## src/design/enc_frontend_pkg.sv

```systemverilog
// Constants, field layouts and types for the encoder front end.
// Assumes a 20 MHz pclk and a 32-bit APB register bus.
package enc_frontend_pkg;

  // ----------------------------------------
  // Timing
  // ----------------------------------------
  localparam int CLK_PERIOD_NS = 50;
  localparam int N_FILT = 13;
  localparam int CNT_W = 17;
  typedef logic [CNT_W-1:0] filt_cnt_t;

  // Minimum pulse/break time per filter step, 100 Hz .. 1 MHz
  localparam longint FILT_MIN_NS [N_FILT] = '{
    4000000, 2000000, 800000, 400000, 200000, 80000, 40000,
    20000, 8000, 4000, 2000, 800, 400};

  // Least time, so round up
  function automatic filt_cnt_t ns_to_cyc(input longint ns);
    return filt_cnt_t'((ns + CLK_PERIOD_NS - 1) / CLK_PERIOD_NS);
  endfunction : ns_to_cyc

  localparam filt_cnt_t FILT_CYC_DEF [N_FILT] = '{
    ns_to_cyc(FILT_MIN_NS[0]), ns_to_cyc(FILT_MIN_NS[1]), ns_to_cyc(FILT_MIN_NS[2]),
    ns_to_cyc(FILT_MIN_NS[3]), ns_to_cyc(FILT_MIN_NS[4]), ns_to_cyc(FILT_MIN_NS[5]),
    ns_to_cyc(FILT_MIN_NS[6]), ns_to_cyc(FILT_MIN_NS[7]), ns_to_cyc(FILT_MIN_NS[8]),
    ns_to_cyc(FILT_MIN_NS[9]), ns_to_cyc(FILT_MIN_NS[10]), ns_to_cyc(FILT_MIN_NS[11]),
    ns_to_cyc(FILT_MIN_NS[12])};

  // ----------------------------------------
  // Register map
  // ----------------------------------------
  localparam logic [7:0] ADDR_CTRL = 8'h00;
  localparam logic [7:0] ADDR_START = 8'h04;
  localparam logic [7:0] ADDR_STATUS = 8'h08;
  localparam logic [7:0] ADDR_CAPTURE = 8'h0C;
  localparam logic [7:0] ADDR_LEVELS = 8'h10;
  localparam logic [31:0] CTRL_RST = 32'h0000_1120;
  localparam logic [31:0] CTRL_RD_MASK = 32'h003F_FFFF;
  localparam logic [31:0] START_RST = 32'h0000_0000;
  localparam int ST_SYNC_EVT = 0;
  localparam int ST_CAP_EVT = 1;
  localparam int ST_WIRE_BRK = 2;
  localparam int ST_AB_ERR = 3;
  localparam int ST_SYNC_DONE = 4;
  localparam int ST_CAP_DONE = 5;
  localparam int ST_W = 6;

  // ----------------------------------------
  // Modes
  // ----------------------------------------
  typedef enum logic [2:0] {SIG_AB, SIG_ABN, SIG_PULSE_DIR, SIG_PULSE, SIG_UPDOWN} sig_e;
  typedef enum logic [1:0] {EVAL_SINGLE, EVAL_DOUBLE, EVAL_QUAD} eval_e;
  typedef enum logic [1:0] {NREACT_NONE, NREACT_SYNC, NREACT_CAPTURE} nreact_e;
  typedef enum logic [1:0] {EDGE_OFF, EDGE_RISE, EDGE_FALL, EDGE_BOTH} edge_e;

  typedef struct packed {
    logic rearm;
    logic [8:0] rsvd;
    logic pulse_down;
    edge_e di_cap_edge;
    edge_e di_sync_edge;
    logic sync_di_gate;
    logic count_ref;
    logic push_pull;
    logic invert;
    logic cap_periodic;
    logic sync_periodic;
    nreact_e nreact;
    logic [3:0] filt_sel;
    eval_e eval;
    sig_e sig;
  } cfg_s;

endpackage : enc_frontend_pkg

```

## src/design/incremental_encoder_frontend.sv

```systemverilog
// Encoder front end: glitch filters, edge evaluation, zero-pulse reaction.
// Assumes an external counter core that consumes the count and load
// strobes and returns its value on counter_value. Inputs are synchronous.
//
// How it works
// Single mode counts A edges only while B is low.
// Double mode counts every A edge, B level ignored.
// Quadruple mode counts every edge of A and B.
// Evaluation mode applies only to the two phase-shifted encoder types.
// A, B and N each pass through their own glitch filter.
// Level changes shorter than the minimum pulse time are discarded.
// Minimum time comes from the chosen filter step, 100 Hz to 1 MHz.
// Encoder keeps duty between about 40:60 and 60:40.
// With no N reaction, N never touches the counter.
// Sync reaction loads the start value on N.
// A gating input, when assigned, must be active for N sync.
// Capture reaction copies the counter value on N.
// N capture and input capture work side by side.
// N reaction only acts with the A, B, N signal type.
// N capture only when count value is the reference.
// One frequency setting covers N sync and input sync.
// Once sync loads only at the first N or input edge.
// Periodic sync loads at every N or input edge.
// Once capture stores only at the first trigger.
// Periodic capture stores at every trigger.
// Push-pull encoder lines are watched for wire break.
// A leading B counts up, B leading A counts down.
// Invert setting reverses the derived direction.
`timescale 1ns/1ps
`default_nettype none

module incremental_encoder_frontend
  import enc_frontend_pkg::*;
#(
  parameter filt_cnt_t FILT_CYC [N_FILT] = FILT_CYC_DEF
) (
  input wire logic pclk, // Bus and system clock
  input wire logic presetn, // Async reset, active low
  input wire logic psel, // APB select
  input wire logic penable, // APB enable
  input wire logic pwrite, // APB direction
  input wire logic [7:0] paddr, // APB byte address
  input wire logic [31:0] pwdata, // APB write data
  input wire logic [3:0] pstrb, // APB byte enables
  output logic [31:0] prdata, // APB read data
  output logic pready, // APB ready
  output logic pslverr, // APB error
  input wire logic enc_a, // Encoder A
  input wire logic enc_b, // Encoder B
  input wire logic enc_n, // Encoder zero pulse
  input wire logic [2:0] wb_fault, // Line receiver fault per A, B, N
  input wire logic di_sync, // Input for sync edges
  input wire logic di_gate, // Input enabling N sync, high active
  input wire logic di_capture, // Input for capture edges
  input wire logic [31:0] counter_value, // Value of the counter core
  output logic cnt_up, // Count up pulse
  output logic cnt_down, // Count down pulse
  output logic sync_load, // Load start value pulse
  output logic [31:0] start_value, // Start value for the core
  output logic cap_strobe, // Capture happened pulse
  output logic [31:0] capture_value, // Captured counter value
  output logic wire_break // Wire break seen, level
);

  // ----------------------------------------
  // Helpers
  // ----------------------------------------
  function automatic logic addr_ok(input logic [7:0] a);
    return a == ADDR_CTRL || a == ADDR_START || a == ADDR_STATUS ||
           a == ADDR_CAPTURE || a == ADDR_LEVELS;
  endfunction : addr_ok

  function automatic logic edge_hit(input edge_e sel, input logic cur, input logic prev);
    case (sel)
      EDGE_RISE: return cur & ~prev;
      EDGE_FALL: return ~cur & prev;
      EDGE_BOTH: return cur ^ prev;
      default: return 1'b0;
    endcase
  endfunction : edge_hit

  function automatic logic [31:0] merge(input logic [31:0] old, input logic [31:0] nw,
                                        input logic [3:0] be);
    logic [31:0] r;
    r = old;
    for (int i = 0; i < 4; i++) begin
      if (be[i]) begin
        r[i*8 +: 8] = nw[i*8 +: 8];
      end
    end
    return r;
  endfunction : merge

  // ----------------------------------------
  // Registers and bus
  // ----------------------------------------
  cfg_s cfg_q, cfg_d;
  logic [31:0] start_q, start_d, cap_q, cap_d, prdata_q, prdata_d;
  logic [ST_W-1:0] st_q, st_d;
  logic pready_q, pready_d, pslverr_q, pslverr_d;
  logic setup, wr_acc, rearm;
  logic sync_trig, cap_trig, ab_err, wb_now;
  logic [2:0] filt_q, filt_d, prev_q;

  assign setup = psel & ~penable;
  assign wr_acc = psel & penable & pready_q & pwrite & ~pslverr_q;
  assign rearm = wr_acc && paddr == ADDR_CTRL && pstrb[3] && pwdata[31];
  assign wb_now = cfg_q.push_pull & (|wb_fault);

  always_comb begin
    pready_d = setup;
    pslverr_d = setup & ~addr_ok(paddr);
    prdata_d = prdata_q;
    if (setup && !pwrite) begin
      case (paddr)
        ADDR_CTRL: prdata_d = cfg_q & CTRL_RD_MASK;
        ADDR_START: prdata_d = start_q;
        ADDR_STATUS: prdata_d = {{(32-ST_W){1'b0}}, st_q};
        ADDR_CAPTURE: prdata_d = cap_q;
        ADDR_LEVELS: prdata_d = {29'h0, filt_q};
        default: prdata_d = 32'h0000_0000;
      endcase
    end
    cfg_d = cfg_q;
    start_d = start_q;
    if (wr_acc && paddr == ADDR_CTRL) begin
      cfg_d = merge(cfg_q, pwdata, pstrb) & CTRL_RD_MASK;
    end
    if (wr_acc && paddr == ADDR_START) begin
      start_d = merge(start_q, pwdata, pstrb);
    end
    // Write one to clear; a new event in the same cycle wins
    st_d = st_q;
    if (wr_acc && paddr == ADDR_STATUS && pstrb[0]) begin
      st_d[ST_AB_ERR:0] = st_q[ST_AB_ERR:0] & ~pwdata[ST_AB_ERR:0];
    end
    if (rearm) begin
      st_d[ST_CAP_DONE:ST_SYNC_DONE] = 2'b00;
    end
    if (sync_trig) begin
      st_d[ST_SYNC_EVT] = 1'b1;
      st_d[ST_SYNC_DONE] = 1'b1;
    end
    if (cap_trig) begin
      st_d[ST_CAP_EVT] = 1'b1;
      st_d[ST_CAP_DONE] = 1'b1;
    end
    if (wb_now) begin
      st_d[ST_WIRE_BRK] = 1'b1;
    end
    if (ab_err) begin
      st_d[ST_AB_ERR] = 1'b1;
    end
    cap_d = cap_trig ? counter_value : cap_q;
  end

  always_ff @(posedge pclk or negedge presetn) begin
    if (!presetn) begin
      cfg_q <= cfg_s'(CTRL_RST);
      start_q <= START_RST;
      st_q <= '0;
      cap_q <= '0;
      prdata_q <= '0;
      pready_q <= 1'b0;
      pslverr_q <= 1'b0;
    end else begin
      cfg_q <= cfg_d;
      start_q <= start_d;
      st_q <= st_d;
      cap_q <= cap_d;
      prdata_q <= prdata_d;
      pready_q <= pready_d;
      pslverr_q <= pslverr_d;
    end
  end

  // ----------------------------------------
  // Glitch filters
  // ----------------------------------------
  // Any step code above the table falls back to the fastest filter
  filt_cnt_t thr;
  filt_cnt_t run_q [3];
  filt_cnt_t run_d [3];
  logic [2:0] raw;
  assign raw = {enc_n, enc_b, enc_a};
  assign thr = (cfg_q.filt_sel < 4'hD) ? FILT_CYC[cfg_q.filt_sel] : FILT_CYC[N_FILT-1];

  for (genvar gi = 0; gi < 3; gi++) begin : g_filt
    always_comb begin
      run_d[gi] = run_q[gi];
      filt_d[gi] = filt_q[gi];
      if (raw[gi] == filt_q[gi]) begin
        run_d[gi] = '0;
      end else if (run_q[gi] >= thr - 1'b1) begin
        filt_d[gi] = raw[gi];
        run_d[gi] = '0;
      end else begin
        run_d[gi] = run_q[gi] + 1'b1;
      end
    end

    always_ff @(posedge pclk or negedge presetn) begin
      if (!presetn) begin
        run_q[gi] <= '0;
        filt_q[gi] <= 1'b0;
      end else begin
        run_q[gi] <= run_d[gi];
        filt_q[gi] <= filt_d[gi];
      end
    end
  end

  // ----------------------------------------
  // Edge evaluation and zero pulse
  // ----------------------------------------
  logic a, b, n, ea, eb, quad_type, dir_up, n_rise;
  logic di_prev_q, cap_prev_q;
  logic di_sync_hit, di_cap_hit, sync_on, cap_n;
  logic up_d, dn_d, up_q, dn_q, load_q, strobe_q, wb_q;

  assign a = filt_q[0];
  assign b = filt_q[1];
  assign n = filt_q[2];
  assign ea = a ^ prev_q[0];
  assign eb = b ^ prev_q[1];
  assign n_rise = n & ~prev_q[2];
  assign quad_type = cfg_q.sig == SIG_AB || cfg_q.sig == SIG_ABN;
  assign dir_up = (ea ? (a != b) : (a == b)) ^ cfg_q.invert;
  assign ab_err = quad_type & ea & eb;

  always_comb begin
    up_d = 1'b0;
    dn_d = 1'b0;
    case (cfg_q.sig)
      SIG_AB, SIG_ABN: begin
        if (!ab_err) begin
          case (cfg_q.eval)
            EVAL_DOUBLE: up_d = ea;
            EVAL_QUAD: up_d = ea | eb;
            default: up_d = ea & ~b;
          endcase
          dn_d = up_d & ~dir_up;
          up_d = up_d & dir_up;
        end
      end
      SIG_PULSE_DIR: begin
        up_d = ea & a & ~b;
        dn_d = ea & a & b;
      end
      SIG_PULSE: begin
        up_d = ea & a & ~cfg_q.pulse_down;
        dn_d = ea & a & cfg_q.pulse_down;
      end
      SIG_UPDOWN: begin
        up_d = ea & a & ~(eb & b);
        dn_d = eb & b & ~(ea & a);
      end
      default: begin
        up_d = 1'b0;
        dn_d = 1'b0;
      end
    endcase
  end

  // One done flag and one frequency bit serve N and the input alike
  assign di_sync_hit = edge_hit(cfg_q.di_sync_edge, di_sync, di_prev_q);
  assign di_cap_hit = edge_hit(cfg_q.di_cap_edge, di_capture, cap_prev_q);
  assign sync_on = cfg_q.sig == SIG_ABN && cfg_q.nreact == NREACT_SYNC && n_rise &&
                   (!cfg_q.sync_di_gate || di_gate);
  assign cap_n = cfg_q.sig == SIG_ABN && cfg_q.nreact == NREACT_CAPTURE &&
                 cfg_q.count_ref && n_rise;
  assign sync_trig = (sync_on | di_sync_hit) &
                     (cfg_q.sync_periodic | ~st_q[ST_SYNC_DONE]);
  assign cap_trig = (cap_n | di_cap_hit) &
                    (cfg_q.cap_periodic | ~st_q[ST_CAP_DONE]);

  always_ff @(posedge pclk or negedge presetn) begin
    if (!presetn) begin
      prev_q <= 3'b000;
      di_prev_q <= 1'b0;
      cap_prev_q <= 1'b0;
      up_q <= 1'b0;
      dn_q <= 1'b0;
      load_q <= 1'b0;
      strobe_q <= 1'b0;
      wb_q <= 1'b0;
    end else begin
      prev_q <= filt_q;
      di_prev_q <= di_sync;
      cap_prev_q <= di_capture;
      up_q <= up_d;
      dn_q <= dn_d;
      load_q <= sync_trig;
      strobe_q <= cap_trig;
      wb_q <= wb_now;
    end
  end

  assign prdata = prdata_q;
  assign pready = pready_q;
  assign pslverr = pslverr_q;
  assign cnt_up = up_q;
  assign cnt_down = dn_q;
  assign sync_load = load_q;
  assign start_value = start_q;
  assign cap_strobe = strobe_q;
  assign capture_value = cap_q;
  assign wire_break = wb_q;

  // Run of A samples that differ from the filtered level; a flip restarts it
  filt_cnt_t diff_run;
  always_ff @(posedge pclk or negedge presetn) begin
    if (!presetn) begin
      diff_run <= '0;
    end else begin
      diff_run <= (raw[0] != filt_q[0] && filt_d[0] == filt_q[0]) ? diff_run + 1'b1 : '0;
    end
  end
endmodule : incremental_encoder_frontend

`default_nettype wire

```

## config.mk

```make
export PLATFORM = sky130hd
export DESIGN_NAME = incremental_encoder_frontend
export DESIGN_NICKNAME = d
export VERILOG_FILES = /design/src/design/enc_frontend_pkg.sv /design/src/design/incremental_encoder_frontend.sv
export SDC_FILE = /design/constraint.sdc
export NUM_CORES = 1
export LEC_CHECK = 0
export BUFFER_PORTS_ARGS = -buffer_cell sky130_fd_sc_hd__buf_2
export CAP_MARGIN = 20
export CORE_AREA = 3 3 186 188
export DETAILED_ROUTE_END_ITERATION = 8
export DIE_AREA = 0 0 189 191
export PLACE_DENSITY_LB_ADDON = 0.12
export SYNTH_ARGS = -nofsm -noshare
export SYNTH_HDL_FRONTEND = slang
export SYNTH_SLANG_ARGS = --single-unit
```

## constraint.sdc

```tcl
create_clock -name pclk -period 5.7 [get_ports pclk]
set_input_delay 1.14 -clock pclk [delete_from_list [all_inputs] [get_ports pclk]]
set_output_delay 1.14 -clock pclk [all_outputs]
set_load 0.05 [all_outputs]
```

==> flow_summary.toml, run 1 <==
[run_status]
outcome = "complete, no violations"

[worst_setup_path]
path_cells = "inv_1 -> ha_1 -> o21a_1 -> inv_1 -> ha_1 -> o21a_1 -> nand2_1 -> nor3b_1 -> xnor2_1 -> ha_1 -> nand2_1 -> or2_2 -> a31oi_1 -> a2111o_1 -> maj3_1 -> a221oi_1 -> nor2_1 -> a2111o_1 -> a21oi_1"
worstPathArrival_ns = 5.42
cp-end-kind = "register"
critical_path_class = "register to register"
path_max_fanout = 17
slowest_delay_ns = 0.81
critPathMostFrequentCell = "ha_1"
required_ns = 6.06
cp_slowest_cell = "a2111o_1"
cp_top_family = "compound AO/OA/AOI/OAI gates"
start_kind = "register"
cp_num_buf_inv = 2

[die]
fp.dieH_um = 191
ios = 193
coreArea_sq_um = 33300
dieWidth_um = 189
rows = 67
dieArea_sq_um = 36100
initial_core_util_pct = 29.7

[yosys]
syn_area_sq_um = 9890
yosys_warnings = 0
yosysSeqAreaShare_pct = 48.1
yosysUniqueCellTypes = 69
ys_seq_elements = 190
synthFlopType = "dfrtp_1"
avgSynthCellArea_sq_um = 10.1
synth_edf_count = 0
postSynthCellCount = 975
syn_nets = 1115
async_flop_share_pct = 100

[sta]
setup_viol = 0
finClkSkew_ns = 0.0167
drv_slew = 0
period_needed_ns = 5.07
relSlewSlack_pct = 29.2
fin_hold_ws_ns = 0.478
rsz0062_at_grt = "false"
fmax_mhz = 197
finalHoldViolCount = 0
tightest_slew_ns = 1.06
post-route-period-util_pct = 88.9
finalSetupTns_ns = 0

[drt]
wirelength_um = 28400
viasPerCell = 4.71
vias = 7586
avgRoutedWirePerCell_um = 17.6
dr.pass1.iters = 5
drc = 0
ant_nets = 0
drt_iter0_markers = 349

[clock_network]
hold_buffers = 0
cts_sinks = 190
clk_pin_slew_ns = 0.08
clk_path_buf_depth = 2
clk_latency_ns = 0.45
htree_levels = 4
cts_root_buffer = "clkbuf_16"
cts-resized-gates = 0
cts_tree = "built"
cts_setup_buffers = 0
cts_buffers = 17

[global_route]
grt_overflow_total = 0
grt_max_degree = 107
grt_usage_pct = 15.6
grt_pass1_wl_um = 43600
antenna_found_initial = 3
first_global_vias = 7410

[cells_and_area]
n_antenna_cell = 0
syn_to_final_growth_pct = 20.1
nets = 1291
stdcell_area_sq_um = 11900
drive_above_1_share_pct = 27.1
utilization_pct = 35.7

[place]
io_buffer_count = 192
place_area_sq_um = 11300
dp_hpwl_um = 20700
gp_congestion = 0.808

[power]
p_leak_nw = 6.09
ir_drop_uv = 212
power_density_nw_per_um2 = 254

[worst_hold_path]
hp-class = "register to register"

[flow_run]
drv_cap = 0
## state kept, by name, summed over array words and instances, names as in the netlist
name,flops
wire_break,1
st_q,6
cnt_down,1
start_value,32
sync_load,1
cnt_up,1
pslverr,1
a,1
cap_prev_q,1
capture_value,32
cfg_q,22
b,1
pready,1
di_prev_q,1
cap_strobe,1
prdata,32
prev_q,3
n,1
run_q,51
## cell type report
| cell class | instances | area, sq um |
|---|---|---|
| repair buffers | 199 | 1030 |
| inverters | 30 | 113 |
| well taps | 448 | 561 |
| flip-flops and latches | 190 | 4760 |
| multi-input cells | 713 | 4840 |
| clock inverters | 14 | 154 |
| clock buffers | 17 | 425 |
| fillers | 3452 | 21400 |
## final timing paths
kind | from | end | slack, ns | cells past startpoint
max | cfg_q[5] | run_q[32] | 0.63 | 19
min | prdata[15] | prdata[15] | 0.48 | 2
max reg2reg | cfg_q[5] | run_q[32] | 0.63 | 19
min reg2reg | prdata[15] | prdata[15] | 0.48 | 2
max in group asynchronous | presetn | run_q[30] | 3.77 | 2
min in group asynchronous | presetn | start_value[29] | 0.80 | 1
## synth_stat cells, types with 3 or more instances
cell	count	area, sq um
nand3_1	33	165
xor2_1	33	289
a21oi_1	30	150
nor3b_1	3	22.5
inv_1	30	113
nand2_1	183	687
and3_1	14	87.6
o21ai_0	30	150
nor2_1	80	300
nand4_1	14	87.6
mux4_2	3	67.6
nor2b_1	4	25.0
nor2_4	8	90.1
dfrtp_1	187	4680
a222oi_1	3	30.0
buf_2	7	35.0
a211oi_1	4	30.0
or3_1	3	18.8
ha_1	50	626
a22o_1	4	35.0
nor4_1	3	18.8
nor3_1	13	65.1
xnor2_1	24	210
nand2b_1	8	50.1
a31oi_1	6	37.5
dfstp_2	3	78.8
and2_1	4	25.0
o21a_1	4	30.0
o31ai_1	17	128
a21o_1	6	45.0
a2111o_1	3	33.8
mux2_2	54	608
clkbuf_1	25	93.8
buf_1	6	22.5
mux2i_1	30	300
or2_2	3	18.8
## power by group
| part | internal [mW] | switching, mW | leakage, nW |
|---|---|---|---|
| clock | 0.620 | 0.588 | 0.277 |
| sequential | 1.40 | 0.0599 | 2.59 |
| combinational | 0.118 | 0.234 | 3.22 |
| total | 2.14 | 0.882 | 6.09 |
## cells in the final DEF, fill, tap and decap left out, types with 4 or more instances in the layout
cell and count:
buf_2 191, dfrtp_1 187, nand2_1 183, nor2_1 80, mux2_2 54, ha_1 50, xor2_1 33, nand3_1 33
inv_1 30, o21ai_0 30, mux2i_1 30, a21oi_1 30, xnor2_1 24, o31ai_1 17, clkbuf_16 17, and3_1 14
nand4_1 14, nor3_1 13, nor2_4 8, nand2b_1 7, a31oi_1 6, a21o_1 6, buf_4 6, o21a_1 4
nor2b_1 4, a211oi_1 4, and2_1 4, a22o_1 4, inv_8 4
## tightest hold or removal path, cell delays in order (launching register included)
cell and delay, ns:
dfrtp_1 0.34, nand2_1 0.05, o31ai_1 0.05
## per-stage QoR
step,std cells,setup WS (ns),power (mW)
after floorplan,975,1.30,1.72
final,1611,0.635,3.02
after global routing,1611,0.317,3.16
after CTS,1610,0.610,3.08
after global placement,1579,0.716,1.85
after detailed placement,1579,0.641,1.84
## metal layers
layer | global-route usage, % | up-vias | part of all wire, %
li1 | - | 3724 | -
met1 | 22.0 | 3689 | 49
met2 | 23.9 | 139 | 45
met3 | 3.54 | 28 | 4.2
met4 | 4.33 | 6 | 1.5
met5 | 0 | - | 0.10
## kinds of logic (layout without fill, tap and decap cells)
family	after synthesis	in the layout	synth area share (%)
compound gates	133	133	9.47
simple gates	383	383	17.7
buf+inv	72	260	3.17
mux	87	87	9.86
xor+xnor	58	58	5.21
flops	190	190	48.1
fa+ha+maj	52	52	6.54
(Power assumes the default switching activity.)
==> inputs of run 2 (changes only) <==
--- a/config.mk
+++ b/config.mk
@@ -8,7 +8,7 @@
 export BUFFER_PORTS_ARGS = -buffer_cell sky130_fd_sc_hd__buf_2
 export CAP_MARGIN = 20
-export CORE_AREA = 3 3 186 188
+export CORE_AREA = 2 2 185 187
 export DETAILED_ROUTE_END_ITERATION = 8
-export DIE_AREA = 0 0 189 191
+export DIE_AREA = 0 0 187 189
 export PLACE_DENSITY_LB_ADDON = 0.12
 export SYNTH_ARGS = -nofsm -noshare
==> constraint.sdc (replaced) <==
create_clock -name pclk -period 5.7 [get_ports pclk]
set_input_delay 0.57 -clock pclk [delete_from_list [all_inputs] [get_ports pclk]]
set_output_delay 0.57 -clock pclk [all_outputs]
set_load 0.05 [all_outputs]
==> run 2 against run 1 <==
Effect of this change:
- fmax is 0.32% lower
- combinational power is essentially flat
- via count is essentially flat
- first-iteration DRC count fell by 2.6%
- register-to-register slack lost 0.02 ns
- non-clock buffer count did not move
- count of clock-buffer cells in the layout grew 1
- sequential share of layout area shrank 0.14 points
- largest cell class unchanged
==> flow_summary.toml, run 2 (synthesized netlist as in run 1, its figures left out) <==
[global_route]
grt_pass1_wl_um = 44900
grt_util_met2_pct = 25.8
use_met3_pct = 3.61
grt_max_degree = 105
grt.busiest_layer = "met2"
grt_usage_pct = 16.5
first_global_vias = 7569
grtUsageMet1_pct = 22.9
grt_overflow_total = 0
antenna_found_initial = 1

[die]
dieWidth_um = 187
rows = 67
coreArea_sq_um = 33300
fp.dieH_um = 189
initial_core_util_pct = 29.7
ios = 193
dieArea_sq_um = 35300

[power]
ir_drop_uv = 216
power_density_nw_per_um2 = 260
p_leak_nw = 6.11

[clock_network]
clk_pin_slew_ns = 0.07
htree_levels = 4
cts_setup_buffers = 0
clk_latency_ns = 0.45
clk_path_buf_depth = 2
cts_buffers = 17
cts_sinks = 190
cts_root_buffer = "clkbuf_16"
cts_tree = "built"
hold_buffers = 0
cts-resized-gates = 0

[drt]
ant_nets = 0
drt_iter0_markers = 340
drc = 0
avgRoutedWirePerCell_um = 17.7
dr.pass1.iters = 5
viasPerCell = 4.71
vias = 7591
wirelength_um = 28500

[cells_and_area]
final_cell_count_no_fill = 1612
layout_commonest_cell = "buf_2"
syn_to_final_growth_pct = 20.5
regMostFlops = "run_q"
largest_reg_flops = 51
drive_above_1_share_pct = 27.1
layout_common_cells = "191 x buf_2, 187 x dfrtp_1, 183 x nand2_1"
fill_cells = 3418
nets = 1291

[worst_setup_path]
path_max_fanout = 17
critical_path_class = "register to register"
cp-end-kind = "register"
start_kind = "register"
required_ns = 6.06
worstPathArrival_ns = 5.44

[run_status]
outcome = "complete, no violations"

[sta]
tightest_slew_ns = 1.04
finClkSkew_ns = 0.0132
finalSetupTns_ns = 0
period_needed_ns = 5.08
drv_slew = 0
relSlewSlack_pct = 30.8
fmax_mhz = 197
finalHoldViolCount = 0
post-route-period-util_pct = 89.1
setup_viol = 0
rsz0062_at_grt = "false"

[place]
gp_congestion = 0.775
io_buffer_count = 192
dp_hpwl_um = 20900
placedCellCount = 1579

[flow_run]
drv_cap = 0

[worst_hold_path]
hp-class = "primary input to asynchronous set/reset pin"
run 2: cell count changes in the layout (fill, tap and decap cells not counted), sizes merged:
| cell | before | now |
|---|---|---|
| inv | 37 | 36 |
| diode | 0 | 1 |
| clkbuf | 18 | 19 |
| clkinvlp | 3 | 2 |
| clkinv | 3 | 2 |
| bufinv | 1 | 3 |
run 2: where the power goes:
part           switching [mW]  leakage (nW)  internal, mW
clock                   0.574         0.299         0.713
sequential             0.0600          2.59          1.40
combinational           0.236          3.22         0.119
total                   0.870          6.11          2.23
run 2: path summary, 6_finish.rpt:
path / from / end / slack, ns / cells past startpoint
worst max-delay path: cfg_q[5] / run_q[32] / 0.62 / 19
worst min-delay path: presetn / run_q[27] / 0.22 / 1
worst max register to register: cfg_q[5] / run_q[32] / 0.62 / 19
worst min register to register: prdata[5] / prdata[5] / 0.47 / 2
max in group asynchronous: presetn / prdata[15] / 4.16 / 2
min in group pclk: di_capture / cap_prev_q / 0.27 / 1
run 2: layout make-up:
| cell class | count | area, sq um | area share, % |
|---|---|---|---|
| multi-input cells | 713 | 4840 | 40.6 |
| inverters | 30 | 113 | 0.944 |
| clock inverters | 13 | 179 | 1.50 |
| well taps | 448 | 561 | 4.70 |
| flip-flops and latches | 190 | 4760 | 39.9 |
| repair buffers | 199 | 1030 | 8.68 |
| diodes | 1 | 2.50 | 0.0210 |
| clock buffers | 18 | 439 | 3.68 |
run 2: worst max-delay path: stages (launching register included):
cell and delay (ns):
dfstp_2 0.67, inv_1 0.13, ha_1 0.25, o21a_1 0.26, inv_1 0.09, ha_1 0.16, o21a_1 0.16, nand2_1 0.09
nor3b_1 0.25, xnor2_1 0.25, ha_1 0.31, nand2_1 0.07, or2_2 0.12, a31oi_1 0.04, a2111o_1 0.36, maj3_1 0.35
a221oi_1 0.25, nor2_1 0.10, a2111o_1 0.80, a21oi_1 0.26
run 2: metal layers:
metal | vias up | routed length [um] | share of wire, %
met3 | 24 | 1140 | 4.0
met2 | 145 | 13100 | 46
li1 | 3738 | - | -
met1 | 3684 | 13800 | 48
met5 | - | 0 | 0
met4 | 0 | 473 | 1.7
run 2: per-stage QoR:
stage          cell area [sq um]  setup WS [ns]  hold WS (ns)  util, %  power (mW)
2_1_floorplan               9890           1.30         0.274        -        1.72
3_3_place_gp               11300          0.711         0.457     33.9        1.85
3_5_place_dp               11300          0.597         0.457     33.9        1.85
4_1_cts                    11900          0.580         0.237     35.8        3.15
5_1_grt                    11900          0.172         0.238     35.8        3.26
6_report                   11900          0.619         0.216     35.8        3.10
